[config.mk]
export PLATFORM = sky130hd
export DESIGN_NAME = lefs_top
export DESIGN_NICKNAME = d
export VERILOG_FILES = /design/src/include/lefs_pkg.sv /design/src/logic/lefs_cksum.sv /design/src/logic/lefs_flag_cell.sv /design/src/logic/lefs_top.sv
export SDC_FILE = /design/constraint.sdc
export NUM_CORES = 1
export LEC_CHECK = 0
export BUFFER_PORTS_ARGS = -buffer_cell sky130_fd_sc_hd__clkbuf_2
export CORE_ASPECT_RATIO = 0.8
export CORE_MARGIN = 2
export CORE_UTILIZATION = 43
export DETAILED_ROUTE_END_ITERATION = 16
export PLACE_DENSITY = 0.65
export RECOVER_POWER = 25
export SYNTH_ARGS = -nofsm -noshare
export SYNTH_HDL_FRONTEND = slang
export SYNTH_SLANG_ARGS = --single-unit
[constraint.sdc]
create_clock -name aclk -period 6.37 [get_ports aclk]
set_input_delay 1.274 -clock aclk [delete_from_list [all_inputs] [get_ports aclk]]
set_output_delay 1.274 -clock aclk [all_outputs]
set_load 0.02 [all_outputs]
[src/include/lefs_pkg.sv]
`default_nettype none
package lefs_pkg;
	// Register byte offsets on the AXI4-Lite bus
	localparam int unsigned ADDR_W    = 8;
	localparam logic [7:0]  OFS_FLAGS = 8'h00;
	localparam logic [7:0]  OFS_MASK  = 8'h04;
	localparam logic [7:0]  OFS_CTRL  = 8'h08;
	localparam logic [7:0]  OFS_VECT  = 8'h0C;

	// Flag field positions in link_flags_status and the mask
	localparam int unsigned BIT_BUS  = 30;
	localparam int unsigned BIT_CE   = 29;
	localparam int unsigned BIT_SYNC = 28;

	// Field positions in global_ctrl_1
	localparam int unsigned BIT_MOD_RUN = 0;  // Module reset bit, 0 clears flags without a set event
	localparam int unsigned BIT_SW_HOLD = 1;  // sw_hold_reset_bit, 0 clears flags without a set event
	localparam int unsigned BIT_CKSEL   = 2;  // checksum_kind_sel, 1 = enhanced
	localparam int unsigned BIT_LIN     = 6;  // LIN mode enable

	// Reset values
	localparam logic [31:0] CTRL_RST = 32'h0000_0000;
	localparam logic [2:0]  MASK_RST = 3'h0;

	// Flag indices, lowest index has the highest vector priority
	localparam int unsigned NFLAG   = 3;
	localparam int unsigned FI_BUS  = 0;
	localparam int unsigned FI_SYNC = 1;
	localparam int unsigned FI_CE   = 2;

	// irq_vector_offset codes, values arbitrary
	localparam logic [4:0] VEC_NONE = 5'h00;
	localparam logic [4:0] VEC_BUS  = 5'h0A;
	localparam logic [4:0] VEC_SYNC = 5'h0B;
	localparam logic [4:0] VEC_CE   = 5'h0C;

	// AXI response codes
	localparam logic [1:0] RESP_OKAY   = 2'h0;
	localparam logic [1:0] RESP_SLVERR = 2'h2;

	// Master to slave signals of the register bus
	typedef struct packed {
		logic              awvalid;
		logic [ADDR_W-1:0] awaddr;
		logic              wvalid;
		logic [31:0]       wdata;
		logic [3:0]        wstrb;
		logic              bready;
		logic              arvalid;
		logic [ADDR_W-1:0] araddr;
		logic              rready;
	} lefs_axi_req_t;

	// Slave to master signals of the register bus
	typedef struct packed {
		logic        awready;
		logic        wready;
		logic        bvalid;
		logic [1:0]  bresp;
		logic        arready;
		logic        rvalid;
		logic [31:0] rdata;
		logic [1:0]  rresp;
	} lefs_axi_rsp_t;
endpackage
`default_nettype wire

[src/logic/lefs_cksum.sv]
`timescale 1ns/1ns
`default_nettype none
module lefs_cksum (
	input  wire logic       aclk,
	input  wire logic       aresetn,
	input  wire logic       kind_enh,
	input  wire logic       start,
	input  wire logic [7:0] pid,
	input  wire logic       valid,
	input  wire logic [7:0] byte_in,
	input  wire logic       last,
	output logic            mismatch
);
	logic [7:0] sum_r;        // Running carry-wrapped sum
	logic [7:0] sum_nxt;
	logic       mismatch_r;   // One-cycle mismatch pulse
	logic       mismatch_nxt;
	logic [8:0] sum9;         // Sum with carry out
	logic [7:0] wrapped;      // Carry folded back in

	// Enhanced sums include the identifier, classic starts from zero
	always_comb begin
		sum9         = {1'b0, sum_r} + {1'b0, byte_in};
		wrapped      = sum9[7:0] + {7'h00, sum9[8]};
		sum_nxt      = sum_r;
		mismatch_nxt = 1'b0;
		if (start) begin
			sum_nxt = kind_enh ? pid : 8'h00;
		end else if (valid && last) begin
			mismatch_nxt = (~sum_r != byte_in);
		end else if (valid) begin
			sum_nxt = wrapped;
		end
	end

	// Sum and result registers
	always_ff @(posedge aclk) begin
		if (!aresetn) begin
			sum_r      <= 8'h00;
			mismatch_r <= 1'b0;
		end else begin
			sum_r      <= sum_nxt;
			mismatch_r <= mismatch_nxt;
		end
	end

	assign mismatch = mismatch_r;
endmodule
`default_nettype wire

[src/logic/lefs_flag_cell.sv]
`timescale 1ns/1ns
`default_nettype none
module lefs_flag_cell (
	input  wire logic aclk,
	input  wire logic aresetn,
	input  wire logic set_evt,
	input  wire logic clr_evt,
	output logic      flag
);
	logic flag_r;   // Sticky error flag
	logic flag_nxt; // Its next value

	// Set beats clear so a fault in the clearing cycle survives
	always_comb begin
		if (set_evt) begin
			flag_nxt = 1'b1;
		end else if (clr_evt) begin
			flag_nxt = 1'b0;
		end else begin
			flag_nxt = flag_r;
		end
	end

	// System reset clears the flag
	always_ff @(posedge aclk) begin
		if (!aresetn) begin
			flag_r <= 1'b0;
		end else begin
			flag_r <= flag_nxt;
		end
	end

	assign flag = flag_r;
endmodule
`default_nettype wire

[src/logic/lefs_top.sv]
`timescale 1ns/1ns
`default_nettype none
module lefs_top (
	input  wire logic                   aclk,
	input  wire logic                   aresetn,
	input  wire lefs_pkg::lefs_axi_req_t axi_req,
	output lefs_pkg::lefs_axi_rsp_t     axi_rsp,
	input  wire logic                   phys_bus_fault,
	input  wire logic                   sync_field_incons,
	input  wire logic                   hdr_rx_active,
	input  wire logic                   rx_node,
	input  wire logic                   ck_start,
	input  wire logic [7:0]             ck_pid,
	input  wire logic                   ck_valid,
	input  wire logic [7:0]             ck_byte,
	input  wire logic                   ck_last,
	output logic                        irq
);
	localparam int unsigned NF = lefs_pkg::NFLAG;

	// Bus channel state
	logic                           aw_got_r;   // Write address held
	logic                           aw_got_nxt;
	logic                           w_got_r;    // Write data held
	logic                           w_got_nxt;
	logic [lefs_pkg::ADDR_W-1:0]    awaddr_r;   // Held write address
	logic [lefs_pkg::ADDR_W-1:0]    awaddr_nxt;
	logic [31:0]                    wdata_r;    // Held write data
	logic [31:0]                    wdata_nxt;
	logic [3:0]                     wstrb_r;    // Held byte strobes
	logic [3:0]                     wstrb_nxt;
	lefs_pkg::lefs_axi_rsp_t        rsp_r;      // All bus outputs
	lefs_pkg::lefs_axi_rsp_t        rsp_nxt;

	// Software state
	logic [31:0]                    ctrl_r;     // global_ctrl_1
	logic [31:0]                    ctrl_nxt;
	logic [NF-1:0]                  mask_r;     // Interrupt mask
	logic [NF-1:0]                  mask_nxt;
	logic                           irq_r;      // Interrupt line
	logic                           irq_nxt;

	// Per-cycle decode
	logic                           aw_hs;      // Address accepted now
	logic                           w_hs;       // Data accepted now
	logic                           ar_hs;      // Read accepted now
	logic                           wr_do;      // Write executes now
	logic [lefs_pkg::ADDR_W-1:0]    wa;         // Effective write address
	logic [31:0]                    wd;         // Effective write data
	logic [3:0]                     ws;         // Effective strobes
	logic                           vect_rd;    // Vector read in progress
	logic                           lin_mode;   // LIN mode selected
	logic                           hold_clr;   // Module held in reset
	logic [NF-1:0]                  flags;      // Current flag levels
	logic [NF-1:0]                  set_v;      // Hardware set events
	logic [NF-1:0]                  w1c_v;      // Software write-one clears
	logic [NF-1:0]                  vec_clr_v;  // Vector read clears
	logic [NF-1:0]                  clr_v;      // All clear events
	logic [NF-1:0]                  pick;       // Vector winner, one-hot
	logic                           ck_err;     // Checksum mismatch pulse
	logic [31:0]                    rd_val;     // Read mux result
	logic                           rd_ok;      // Read address mapped

	// Bit position of a flag inside the status word
	function automatic int unsigned flag_pos(input int unsigned i);
		unique case (i)
			lefs_pkg::FI_BUS:  flag_pos = lefs_pkg::BIT_BUS;
			lefs_pkg::FI_SYNC: flag_pos = lefs_pkg::BIT_SYNC;
			default:           flag_pos = lefs_pkg::BIT_CE;
		endcase
	endfunction

	// Byte lane of a bit is enabled by its strobe
	function automatic logic lane_on(input logic [3:0] strb, input int unsigned pos);
		lane_on = strb[pos / 8];
	endfunction

	// Register match, low address bits ignored for word alignment
	function automatic logic hit(input logic [lefs_pkg::ADDR_W-1:0] a, input logic [7:0] ofs);
		hit = (a[lefs_pkg::ADDR_W-1:2] == ofs[lefs_pkg::ADDR_W-1:2]);
	endfunction

	// Address and data may come in either order; both are needed
	assign aw_hs    = axi_req.awvalid & rsp_r.awready;
	assign w_hs     = axi_req.wvalid & rsp_r.wready;
	assign ar_hs    = axi_req.arvalid & rsp_r.arready;
	assign wr_do    = (aw_got_r | aw_hs) & (w_got_r | w_hs);
	assign wa       = aw_got_r ? awaddr_r : axi_req.awaddr;
	assign wd       = w_got_r ? wdata_r : axi_req.wdata;
	assign ws       = w_got_r ? wstrb_r : axi_req.wstrb;
	assign vect_rd  = ar_hs & hit(axi_req.araddr, lefs_pkg::OFS_VECT);
	assign lin_mode = ctrl_r[lefs_pkg::BIT_LIN];
	// Either reset bit at zero clears every flag that has no set event this cycle
	assign hold_clr = ~ctrl_r[lefs_pkg::BIT_MOD_RUN] | ~ctrl_r[lefs_pkg::BIT_SW_HOLD];

	// Checksum checker, kind chosen by software
	lefs_cksum u_cksum (
		.aclk     (aclk),
		.aresetn  (aresetn),
		.kind_enh (ctrl_r[lefs_pkg::BIT_CKSEL]),
		.start    (ck_start),
		.pid      (ck_pid),
		.valid    (ck_valid & rx_node),
		.byte_in  (ck_byte),
		.last     (ck_last),
		.mismatch (ck_err)
	);

	// Detector events, accepted only in LIN mode
	always_comb begin
		set_v                    = '0;
		set_v[lefs_pkg::FI_BUS]  = lin_mode & phys_bus_fault;
		set_v[lefs_pkg::FI_SYNC] = lin_mode & sync_field_incons & hdr_rx_active;
		set_v[lefs_pkg::FI_CE]   = lin_mode & ck_err & rx_node;
	end

	// Vector picks the highest-priority pending enabled flag
	always_comb begin
		pick = '0;
		for (int i = NF - 1; i >= 0; i--) begin
			if (flags[i] && mask_r[i]) begin
				pick    = '0;
				pick[i] = 1'b1;
			end
		end
	end

	// Clear sources per flag
	generate
		for (genvar g = 0; g < NF; g++) begin : g_flag
			// Write of one clears, zero has no effect, LIN mode only
			assign w1c_v[g] = wr_do & hit(wa, lefs_pkg::OFS_FLAGS) & lin_mode
				& lane_on(ws, flag_pos(g)) & wd[flag_pos(g)];
			assign vec_clr_v[g] = vect_rd & pick[g];
			// Three clear events merged; system reset is in the cell
			assign clr_v[g] = w1c_v[g] | vec_clr_v[g] | hold_clr;

			lefs_flag_cell u_cell (
				.aclk    (aclk),
				.aresetn (aresetn),
				.set_evt (set_v[g]),
				.clr_evt (clr_v[g]),
				.flag    (flags[g])
			);
		end
	endgenerate

	// Read data mux; unused flag, mask and vector bits read zero, control reads back all 32 stored bits
	always_comb begin
		rd_val = 32'h0000_0000;
		rd_ok  = 1'b1;
		if (hit(axi_req.araddr, lefs_pkg::OFS_FLAGS)) begin
			for (int i = 0; i < NF; i++) begin
				rd_val[flag_pos(i)] = flags[i];
			end
		end else if (hit(axi_req.araddr, lefs_pkg::OFS_MASK)) begin
			for (int i = 0; i < NF; i++) begin
				rd_val[flag_pos(i)] = mask_r[i];
			end
		end else if (hit(axi_req.araddr, lefs_pkg::OFS_CTRL)) begin
			rd_val = ctrl_r;
		end else if (hit(axi_req.araddr, lefs_pkg::OFS_VECT)) begin
			// Encoded source; the read also clears it
			unique case (1'b1)
				pick[lefs_pkg::FI_BUS]:  rd_val[4:0] = lefs_pkg::VEC_BUS;
				pick[lefs_pkg::FI_SYNC]: rd_val[4:0] = lefs_pkg::VEC_SYNC;
				pick[lefs_pkg::FI_CE]:   rd_val[4:0] = lefs_pkg::VEC_CE;
				default:                 rd_val[4:0] = lefs_pkg::VEC_NONE;
			endcase
		end else begin
			rd_ok = 1'b0;
		end
	end

	// Bus handshake and software register next values
	always_comb begin
		aw_got_nxt = (aw_got_r | aw_hs) & ~wr_do;
		w_got_nxt  = (w_got_r | w_hs) & ~wr_do;
		awaddr_nxt = aw_hs ? axi_req.awaddr : awaddr_r;
		wdata_nxt  = w_hs ? axi_req.wdata : wdata_r;
		wstrb_nxt  = w_hs ? axi_req.wstrb : wstrb_r;
		ctrl_nxt   = ctrl_r;
		mask_nxt   = mask_r;
		rsp_nxt    = rsp_r;
		// Write response and register update
		if (wr_do) begin
			rsp_nxt.bvalid = 1'b1;
			rsp_nxt.bresp  = lefs_pkg::RESP_OKAY;
			if (hit(wa, lefs_pkg::OFS_CTRL)) begin
				for (int b = 0; b < 4; b++) begin
					if (ws[b]) begin
						ctrl_nxt[b*8 +: 8] = wd[b*8 +: 8];
					end
				end
			end else if (hit(wa, lefs_pkg::OFS_MASK)) begin
				for (int i = 0; i < NF; i++) begin
					if (lane_on(ws, flag_pos(i))) begin
						mask_nxt[i] = wd[flag_pos(i)];
					end
				end
			end else if (!hit(wa, lefs_pkg::OFS_FLAGS)) begin
				// Vector is read only; it errs like an unmapped word
				rsp_nxt.bresp = lefs_pkg::RESP_SLVERR;
			end
		end else if (rsp_r.bvalid && axi_req.bready) begin
			rsp_nxt.bvalid = 1'b0;
		end
		// Read response
		if (ar_hs) begin
			rsp_nxt.rvalid = 1'b1;
			rsp_nxt.rdata  = rd_val;
			rsp_nxt.rresp  = rd_ok ? lefs_pkg::RESP_OKAY : lefs_pkg::RESP_SLVERR;
		end else if (rsp_r.rvalid && axi_req.rready) begin
			rsp_nxt.rvalid = 1'b0;
		end
		// One of each transfer at a time keeps the slave simple
		rsp_nxt.awready = ~aw_got_nxt & ~rsp_nxt.bvalid;
		rsp_nxt.wready  = ~w_got_nxt & ~rsp_nxt.bvalid;
		rsp_nxt.arready = ~rsp_nxt.rvalid;
		irq_nxt         = |(flags & mask_r);
	end

	// Registers; readies come up one cycle after reset
	always_ff @(posedge aclk) begin
		if (!aresetn) begin
			aw_got_r <= 1'b0;
			w_got_r  <= 1'b0;
			awaddr_r <= '0;
			wdata_r  <= 32'h0000_0000;
			wstrb_r  <= 4'h0;
			rsp_r    <= '0;
			ctrl_r   <= lefs_pkg::CTRL_RST;
			mask_r   <= lefs_pkg::MASK_RST;
			irq_r    <= 1'b0;
		end else begin
			aw_got_r <= aw_got_nxt;
			w_got_r  <= w_got_nxt;
			awaddr_r <= awaddr_nxt;
			wdata_r  <= wdata_nxt;
			wstrb_r  <= wstrb_nxt;
			rsp_r    <= rsp_nxt;
			ctrl_r   <= ctrl_nxt;
			mask_r   <= mask_nxt;
			irq_r    <= irq_nxt;
		end
	end

	assign axi_rsp = rsp_r;
	assign irq     = irq_r;
endmodule
`default_nettype wire

==> results by group, run 1 <==
Detailed routing
  • Detailed-route via count: 5,084
  • Routed Antenna Nets: 0
  • Iter 0 DRT Violations: 338
  • Average wire per standard cell: 15.8 um
  • Pre-Repair DR Iteration Count: 5
  • DRC: 0
  • Drt via density: 5.31
  • Final WL: 15.1 mm

Setup path
  • Critical setup path kind: register to register
  • Crit path capture type: register
  • Crit-path max FO: 23
  • Crit start category: register
  • Req. time, crit path: 6.64 ns
  • CP arrival: 4.35 ns

Timing
  • Post-layout min period: 4.08 ns
  • Final Hold Viols: 0
  • Final slew viol count: 59
  • Final worst slack: 2.29 ns
  • Fin crit share: 0.641
  • Measured slew at the worst slew-check pin: 1.81 ns
  • Relative slew slack: -0.207
  • Clk_skew: 0.00977 ns
  • RSZ-0062 raised after global routing: no
  • Max Clk Rate: 0.245 GHz
  • Setup TNS: 0 ns
  • Setup-failing EPs final: 0

Global route
  • First-pass GRT wire length: 24.1 mm
  • Initial antenna violation count: 0
  • Total GRT Usage: 0.211
  • GR Overflow Total: 0
  • Vias in the first global route: 4,906
  • Largest net degree at the start of global routing: 95

CTS
  • TritonCTS clock tree: built
  • Clk_lat worst skew: 0.42 ns
  • H-tree Lvls: 4
  • Hold_buf cts: 0
  • Sink Count: 131
  • Post-CTS sizing: 0
  • Clock transition at path regs: 0.06 ns
  • CTS buffer count: 17
  • Root Driver: clkbuf_16
  • Longest Clk Path Bufs: 2
  • Setup bufs post-CTS: 0

Pwr
  • Tot Pwr: 2.16 mW
  • Pleak: 2.72 nW
  • Peak VDD IR: 0.194 mV
  • PwrDens: 300 nW/um2

Final layout
  • Area growth, synth to finish: 20.7%
  • Nets: 857
  • Post-Route Utilization: 0.532
  • # diodes: 0
  • Finished Cell Area: 7210 um2
  • Layout cell share with drive strength beyond 1: 0.221

Yosys
  • Distinct cells, synth: 59
  • Register area share after synthesis: 0.439
  • Syn_area_per_cell: 8.97 um2
  • Async SR Flop Fraction: 0
  • Mapped Cells: 665
  • Synth Register Bits: 131
  • Post-synth EDFFs: 0
  • Dominant synthesized flop cell: dfxtp_1
  • Yosys Warn Count: 0
  • Cell Area, Synth: 5970 um2

Floorplanning
  • Die ar.: 14,800 um2
  • Core area: 13,600 um2
  • Die X-Extent: 136 um
  • Initial Util: 0.440
  • Row count: 38
  • # IOs: 124
  • Die Ht: 109 um

Run
  • Max-cap violation count: 2

Place
  • DP Area: 6580 um2
  • Gpl congestion: 0.851
  • Pre-CTS WS: 2.48 ns
  • IO Port Bufs: 117
  • HPWL Detailed: 10.4 mm

Status
  • Status: finished with violations
  • Failing checks: max-capacitance violations, max-slew violations

Worst hold path
  • Min-delay worst type: register to register
[area by class of cell]
type	count	area (um2)
flip-flops and latches	131	2620
repair buffers	122	596
fillers	1262	6340
clock inverters	8	171
multi-input cells	489	3090
clock buffers	24	492
inverters	3	12.5
well taps	180	225
[critical path, cell delays in order, from the launching register on]
cell and delay, ns:
dfxtp_1 0.99, clkbuf_1 1.38, a21oi_1 0.23, nor2_1 0.41, nand3_4 0.29, nor2_8 0.35
mux2i_1 0.22, nor2_1 0.05
[logic make-up (layout without fill, tap and decap cells)]
logic type                 after synthesis  in the layout  synth area share
and+or+nand+nor                        253            253             0.207
AOI/OAI and AO/OA                      167            167             0.192
DFF                                    131            131             0.439
muxes                                   49             49            0.0836
buffers and inverters                   46            157            0.0428
adders and majority gates               11             11            0.0243
xor gates and xnor gates                 7              7            0.0103
other                                    1              2          0.000628
[layer usage]
metal	routed length, um	track usage
met5	0	0
met3	948	0.0498
met1	7010	0.281
met2	6920	0.335
met4	239	0.0774
[path summary, 6_finish.rpt]
| path | slack (ns) | startpoint | end | cells past startpoint |
|---|---|---|---|---|
| min | 0.45 | wdata_r[22] | wdata_r[22] | 2 |
| min reg2reg | 0.45 | wdata_r[22] | wdata_r[22] | 2 |
| max | 2.29 | w_got_r | ctrl_r[28] | 7 |
| max reg2reg | 2.29 | w_got_r | ctrl_r[28] | 7 |
[layout by cell type (no fill, tap or decap), types with 10 or more instances in the layout]
cell type,synthesis,routed
ha_1,10,10
a22oi_1,33,33
o21ai_0,10,10
dfxtp_1,131,131
clkbuf_16,0,17
clkbuf_2,0,101
a211oi_1,24,24
nand3_1,15,15
a21oi_1,64,64
nor2_1,81,82
clkbuf_1,22,21
nand2_1,107,107
mux2i_1,45,45
a211oi_2,13,13
[metrics by stage]
stage               hold slack (ns)  std cells
CTS                           0.454        957
floorplan                     0.433        666
global route                  0.469        957
global placement              0.439        925
finish                        0.453        957
detailed placement            0.446        925
[Yosys cell counts (5+ instances only)]
master      n  area [um2]
o21ai_0    10        50.1
nand3_1    15        75.1
a21oi_1    64         320
dfxtp_1   131        2620
nor2_1     81         304
nor2b_1     6        37.5
nor2_2      8        50.1
mux2i_1    45         450
ha_1       10         125
clkbuf_1   22        82.6
xnor2_1     5        43.8
a211oi_2   13         163
buf_2       9        45.0
nand2_1   107         402
a211oi_1   24         180
a22oi_1    33         248
[power by group]
group / switching (mW) / total, mW / internal [mW]
combinational: 0.128 / 0.213 / 0.0848
sequential: 0.0188 / 0.861 / 0.843
clock: 0.352 / 1.09 / 0.737
total: 0.499 / 2.16 / 1.66
[flip-flops by register name (all words and copies together), names as in the netlist, 3 cells and up]
register	cells
awaddr_r	6
wdata_r	32
g_flag.u_cell.flag	3
u_cksum.sum_r	8
wstrb_r	4
ctrl_r	32
axi_rsp	39
mask_r	3
Note: power is estimated with default switching activity, not from simulation.
==> run 2: changes to the inputs <==
ABC_AREA = 1   (was default)
clock period = 3.8 ns   (was 6.37 ns; I/O delays follow)
==> run 2 against run 1 <==
  * The run still ends with max-capacitance violations, max-slew violations left
  * First-iteration DRC count up 11%
  * Setup slack worse by 1.1 ns
  * Routed wire length down 3.0%
  * Combinational power up 80%
  * Count of clock-buffer cells in the layout down 2
  * Die area down 0.87%
  * Non-clock buffer count up 1
  * Critical path depth down 3
  * Final area about the same
  * Sequential power up 70%
  * Global-route usage down 0.43 points
  * Synthesized cell count up 24%
  * Critical endpoint is now axi_rsp[34]
==> results by group, run 2 <==
Status
  • Status: finished with violations
  • Failing checks: max-capacitance violations, max-slew violations

Global route
  • Initial antenna violation count: 0 (unchanged)
  • First-pass GRT wire length: 23.8 mm (-1.2%)
  • GR Overflow Total: 0 (unchanged)
  • Vias in the first global route: 4,780 (-2.6%)
  • Largest net degree at the start of global routing: 70 (-26%)
  • Total GRT Usage: 0.206 (-0.00428)

CTS
  • TritonCTS clock tree: built
  • Longest Clk Path Bufs: 2 (unchanged)
  • Clock transition at path regs: 0.06 ns (about the same)
  • Root Driver: clkbuf_16
  • Clk_lat worst skew: 0.42 ns (about the same)
  • Setup bufs post-CTS: 0 (unchanged)
  • CTS buffer count: 17 (unchanged)
  • Hold_buf cts: 0 (unchanged)
  • H-tree Lvls: 4 (unchanged)
  • Post-CTS sizing: 0 (unchanged)
  • Sink Count: 131 (unchanged)

Yosys
  • Area leader, netlist: dfxtp_1
  • Most common cell in the netlist: nand2_1
  • Post-synth EDFFs: 0 (unchanged)
  • Synth top area share: 0.443 (+0.00400)
  • Cell Area, Synth: 5910 um2 (-0.90%)
  • Yosys Warn Count: 0 (unchanged)
  • Syn_area_per_cell: 7.16 um2 (-20%)
  • Register area share after synthesis: 0.443 (+0.00400)
  • Dominant synthesized flop cell: dfxtp_1
  • Synth Register Bits: 131 (unchanged)
  • Async SR Flop Fraction: 0 (unchanged)
  • Top cells by count, synth: nand2_1, nor2_1, dfxtp_1, o21ai_0, a21oi_1
  • Largest cells by area after synthesis: dfxtp_1, nand2_1, nor2_1, o21ai_0, a21oi_1
  • Mapped Cells: 826 (+24%)
  • Distinct cells, synth: 41 (-31%)

Final layout
  • Commonest cells after routing, fill and taps aside: nand2_1, nor2_1, dfxtp_1
  • Max FFs per register: 39 (unchanged)
  • Non-filler cells, final: 1,123 (+17%)
  • Register area: 2620 um2 (about the same)
  • Commonest non-fill, non-tap cell in the layout: nand2_1
  • Area growth, synth to finish: 21.9%
  • Finished Cell Area: 7210 um2 (about the same)
  • Layout cell share with drive strength beyond 1: 0.157 (-0.0644)
  • # diodes: 0 (unchanged)
  • Nets: 1,024 (+19%)
  • Fillers: 1,415 (+12%)
  • Post-Route Utilization: 0.534 (+0.00224)
  • Multi-input logic area: 2900 um2 (-6.2%)

Worst hold path
  • Min-delay worst type: register to register

Detailed routing
  • Final WL: 14.7 mm (-3.0%)
  • DRC: 0 (unchanged)
  • Drt via density: 4.76 (-10%)
  • Pre-Repair DR Iteration Count: 5 (unchanged)
  • Iter 0 DRT Violations: 374 (+11%)
  • Routed Antenna Nets: 0 (unchanged)
  • Average wire per standard cell: 13.1 um (-17%)
  • Detailed-route via count: 5,345 (+5.1%)

Setup path
  • Critical setup path kind: primary input to register
  • Crit-path max FO: 34 (+48%)
  • Crit path capture type: register
  • Req. time, crit path: 4.04 ns (-2.60 ns)
  • Crit start category: primary input
  • CP arrival: 2.81 ns (-1.54 ns)

Run
  • Max-cap violation count: 1 (-1)

Pwr
  • Peak VDD IR: 0.329 mV (+70%)
  • Pleak: 3.11 nW (+15%)
  • PwrDens: 503 nW/um2 (+67%)

Timing
  • Clk_skew: 0.0113 ns (+0.00153 ns)
  • Final slew viol count: 35 (-41%)
  • Post-layout min period: 2.57 ns
  • Setup-failing EPs final: 0 (unchanged)
  • Setup TNS: 0 ns (unchanged)
  • Measured slew at the worst slew-check pin: 1.65 ns (-0.157 ns)
  • Relative slew slack: -0.102 (+0.105)
  • RSZ-0062 raised after global routing: no
  • Fin crit share: 0.676
  • WHS: 0.463 ns (+0.00981 ns)
  • Final Hold Viols: 0 (unchanged)
  • Max Clk Rate: 0.389 GHz

Place
  • IO Port Bufs: 117 (unchanged)
  • HPWL Detailed: 10.4 mm (-0.44%)
  • Gpl congestion: 0.847 (-0.49%)
  • Placed cell count: 1,092 (+18%)
  • DP Area: 6590 um2 (+0.13%)

Floorplanning
  • Die Ht: 109 um (-0.43%)
  • # IOs: 124 (unchanged)
  • Die X-Extent: 135 um (-0.44%)
  • Die ar.: 14,700 um2 (-0.87%)
  • Row count: 38 (unchanged)
  • Core area: 13,500 um2 (-0.35%)
  • Initial Util: 0.438 (-0.00243)
[run 2: path summary, 6_finish.rpt]
kind	startpoint	endpoint	slack (ns)	cells past startpoint
worst min register to register	axi_rsp[21]	axi_rsp[21]	0.46	2
worst min-delay path	axi_rsp[21]	axi_rsp[21]	0.46	2
worst max-delay path	aresetn	axi_rsp[34]	1.23	4
worst max register to register	u_cksum.sum_r[0]	u_cksum.sum_r[6]	1.41	14
[run 2: critical path: stages]
cell and delay (ns):
clkbuf_1 0.39, inv_1 0.30, clkbuf_1 1.22, nor2_1 0.11
[run 2: metrics by stage]
| step | worst slack (ns) | power [mW] |
|---|---|---|
| 2_1_floorplan | 1.10 | 1.75 |
| 3_3_place_gp | 0.869 | 1.86 |
| 3_5_place_dp | 0.859 | 1.87 |
| 4_1_cts | 1.29 | 3.65 |
| 5_1_grt | 0.920 | 3.76 |
| 6_report | 1.23 | 3.63 |
[run 2: metal layers]
layer / vias up / track usage / part of all wire
li1: 2876 / - / -
met4: 0 / 0.0714 / 0.016
met1: 2300 / 0.328 / 0.56
met5: - / 0 / 0
met2: 147 / 0.270 / 0.37
met3: 22 / 0.0414 / 0.050
[run 2: cell families (layout without fill, tap and decap cells)]
group	Yosys count	count (layout)	share of synthesized area
AOI/OAI and AO/OA	147	147	0.130
xor gates and xnor gates	3	3	0.00444
adders and majority gates	11	11	0.0245
buffers and inverters	95	211	0.0677
DFF	131	131	0.443
muxes	29	29	0.0491
other	1	2	0.000634
and+or+nand+nor	409	409	0.281
[run 2: area by class of cell]
type,count,share of cell area
tap,180,0.0312
multi-input combinational,601,0.402
clock buffer,22,0.0644
inverter,57,0.0297
clock inverter,9,0.0246
sequential,131,0.364
timing repair buffer,123,0.0847
[run 2: report_power, final]
| part | internal [mW] | switching, mW | total (mW) | leakage (nW) |
|---|---|---|---|---|
| clock network | 1.19 | 0.592 | 1.79 | 0.302 |
| registers | 1.43 | 0.0279 | 1.46 | 1.07 |
| logic | 0.145 | 0.239 | 0.384 | 1.75 |
==> run 3: changes to the inputs <==
clock period = 2.4 ns   (was 3.8 ns; I/O delays follow)
==> run 3 against run 2 <==
  * Setup slack got worse by 1.0 ns
  * Clock power grew 60%
  * Non-clock buffer count increased by 12
  * Global-route usage increased by 0.63 points
  * Largest power group unchanged
  * Combinational power up 68%
  * Die area did not move
  * The run now ends clean
==> results by group, run 3 (synthesized netlist as in run 2, its figures left out) <==
Final layout
  • Multi-input logic area: 2900 um2 (+0.26%)
  • Finished Cell Area: 7320 um2 (+1.6%)
  • Post-Route Utilization: 0.542 (+0.00834)
  • Nets: 1,036 (+1.2%)
  • # diodes: 0 (unchanged)
  • Max FFs per register: 39 (unchanged)
  • Layout cell share with drive strength beyond 1: 0.163 (+0.00623)
  • Fillers: 1,352 (-4.5%)
  • Register area: 2620 um2 (about the same)
  • Commonest non-fill, non-tap cell in the layout: nand2_1
  • Commonest cells after routing, fill and taps aside: nand2_1, nor2_1, dfxtp_1
  • Area growth, synth to finish: 23.8%

Place
  • DP Area: 6690 um2 (+1.6%)
  • IO Port Bufs: 117 (unchanged)
  • HPWL Detailed: 10.8 mm (+3.9%)
  • Gpl congestion: 0.842 (-0.61%)

CTS
  • Clk_lat worst skew: 0.41 ns (about the same)
  • Sink Count: 131 (unchanged)
  • Root Driver: clkbuf_16
  • TritonCTS clock tree: built
  • Longest Clk Path Bufs: 2 (unchanged)
  • Hold_buf cts: 0 (unchanged)
  • H-tree Lvls: 4 (unchanged)
  • CTS buffer count: 17 (unchanged)
  • Clock transition at path regs: 0.06 ns (about the same)

Timing
  • Measured slew at the worst slew-check pin: 0.644 ns (-1.01 ns)
  • Final Hold Viols: 0 (unchanged)
  • Max Clk Rate: 0.452 GHz
  • RSZ-0062 raised after global routing: no
  • Relative slew slack: 0.570 (+0.672)
  • Setup-failing EPs final: 0 (unchanged)
  • WHS: 0.315 ns (-0.148 ns)
  • Fin crit share: 0.923
  • Clk_skew: 0.0108 ns (-0.000483 ns)
  • Final slew viol count: 0 (-100%)
  • Post-layout min period: 2.21 ns

Setup path
  • Req. time, crit path: 2.70 ns (-1.34 ns)
  • Critical setup path kind: register to register
  • Reg2reg start: u_cksum.sum_r[0]
  • Flop-to-flop setup slack: 0.19 ns (-1.22 ns)
  • Crit start category: register
  • Crit path capture type: register
  • CP arrival: 2.51 ns (-0.30 ns)
  • Reg2reg end: u_cksum.sum_r[6]
  • R2R cell count: 14 (unchanged)
  • Crit-path max FO: 3 (-91%)

Global route
  • GR Overflow Total: 0 (unchanged)
  • Vias in the first global route: 4,875 (+2.0%)
  • Largest net degree at the start of global routing: 93 (+33%)
  • Initial antenna violation count: 0 (unchanged)
  • First-pass GRT wire length: 24.7 mm (+3.4%)
  • Total GRT Usage: 0.213 (+0.00629)

Detailed routing
  • Routed Antenna Nets: 0 (unchanged)
  • Pre-Repair DR Iteration Count: 5 (unchanged)
  • Iter 0 DRT Violations: 410 (+9.6%)
  • DRC: 0 (unchanged)
  • Detailed-route via count: 5,470 (+2.3%)
  • Drt via density: 4.82 (+1.2%)
  • Final WL: 15.3 mm (+4.2%)
  • Average wire per standard cell: 13.5 um (+3.0%)

Floorplanning
  • Die X-Extent: 135 um (unchanged)
  • Die Ht: 109 um (unchanged)
  • Die ar.: 14,700 um2 (unchanged)
  • # IOs: 124 (unchanged)
  • Row count: 38 (unchanged)
  • Initial Util: 0.438 (unchanged)
  • Core area: 13,500 um2 (unchanged)

Pwr
  • Peak VDD IR: 0.665 mV (+100%)
  • PwrDens: 794 nW/um2 (+58%)
  • Pleak: 3.15 nW (+1.2%)
  • Tot Pwr: 5.82 mW (+60%)

Run
  • Max-cap violation count: 0 (-1)

Worst hold path
  • Hold_sp: phys_bus_fault
  • Min-delay worst type: primary input to register
  • Worst hold endpoint: g_flag[0].u_cell.flag
  • Hold path depth: 3 (+1)

Status
  • Status: completed
==> run 3: cell types whose count changed in the layout (fill, tap and decap cells not counted), sizes merged <==
| cell | before | now |
|---|---|---|
| buf | 5 | 17 |
| clkinv | 3 | 6 |
| clkbuf | 140 | 137 |
| inv | 55 | 56 |
==> run 3: layout make-up <==
type,count,area share
multi-input combinational,601,0.396
timing repair buffer,135,0.0957
clock inverter,13,0.0280
inverter,57,0.0292
sequential,131,0.358
tap,180,0.0308
clock buffer,19,0.0618
==> run 3: per-layer routing <==
layer | up-vias | part of all wire | global-route usage
li1 | 2897 | - | -
met1 | 2386 | 0.54 | 0.333
met2 | 176 | 0.38 | 0.282
met3 | 11 | 0.065 | 0.0493
met4 | 0 | 0.010 | 0.0692
met5 | - | 0 | 0
==> run 3: how the worst max path moves through the flow <==
stage / startpoint / to / slack [ns] / cells after the start
floorplan: ck_byte[0] / u_cksum.sum_r[6] / 0.05 / 14
global placement: ck_byte[0] / u_cksum.sum_r[6] / -0.13 / 15
finish: u_cksum.sum_r[0] / u_cksum.sum_r[6] / 0.19 / 14
detailed placement: ck_byte[0] / u_cksum.sum_r[6] / -0.15 / 15
CTS: u_cksum.sum_r[0] / u_cksum.sum_r[6] / 0.13 / 14
global route: u_cksum.sum_r[0] / u_cksum.sum_r[6] / 0.01 / 14
==> run 3: critical path: stages (launching register included) <==
cell     delay, ns
dfxtp_1       0.31
ha_2          0.19
fa_2          0.35
nand3_1       0.10
nand2_1       0.08
a221o_1       0.34
ha_1          0.18
nand2_1       0.08
nor2_1        0.05
nand2_1       0.10
nor2_2        0.06
nand2_1       0.07
nand2_1       0.05
nand3_1       0.06
a21oi_1       0.07
==> run 3: repair_timing <==
| item | 4_1_cts | 5_1_grt |
|---|---|---|
| endpoints found under the setup margin | 0 | 3 |
| resized for setup | 0 | 4 |
| setup buffers | 0 | 0 |
==> run 3: through the flow <==
stage / TNS (ns) / setup slack [ns] / instances
finish: 0 / 0.185 / 1136
global route: 0 / 0.0128 / 1136
CTS: 0 / 0.130 / 1136
detailed placement: -0.561 / -0.146 / 1104
global placement: -0.395 / -0.127 / 1104
floorplan: 0 / 0.0478 / 827
==> run 3: report_power, final <==
group	total (mW)	internal [mW]	switching (mW)
clock network	2.87	1.90	0.969
logic	0.646	0.252	0.394
registers	2.30	2.26	0.0454
total	5.82	4.41	1.41
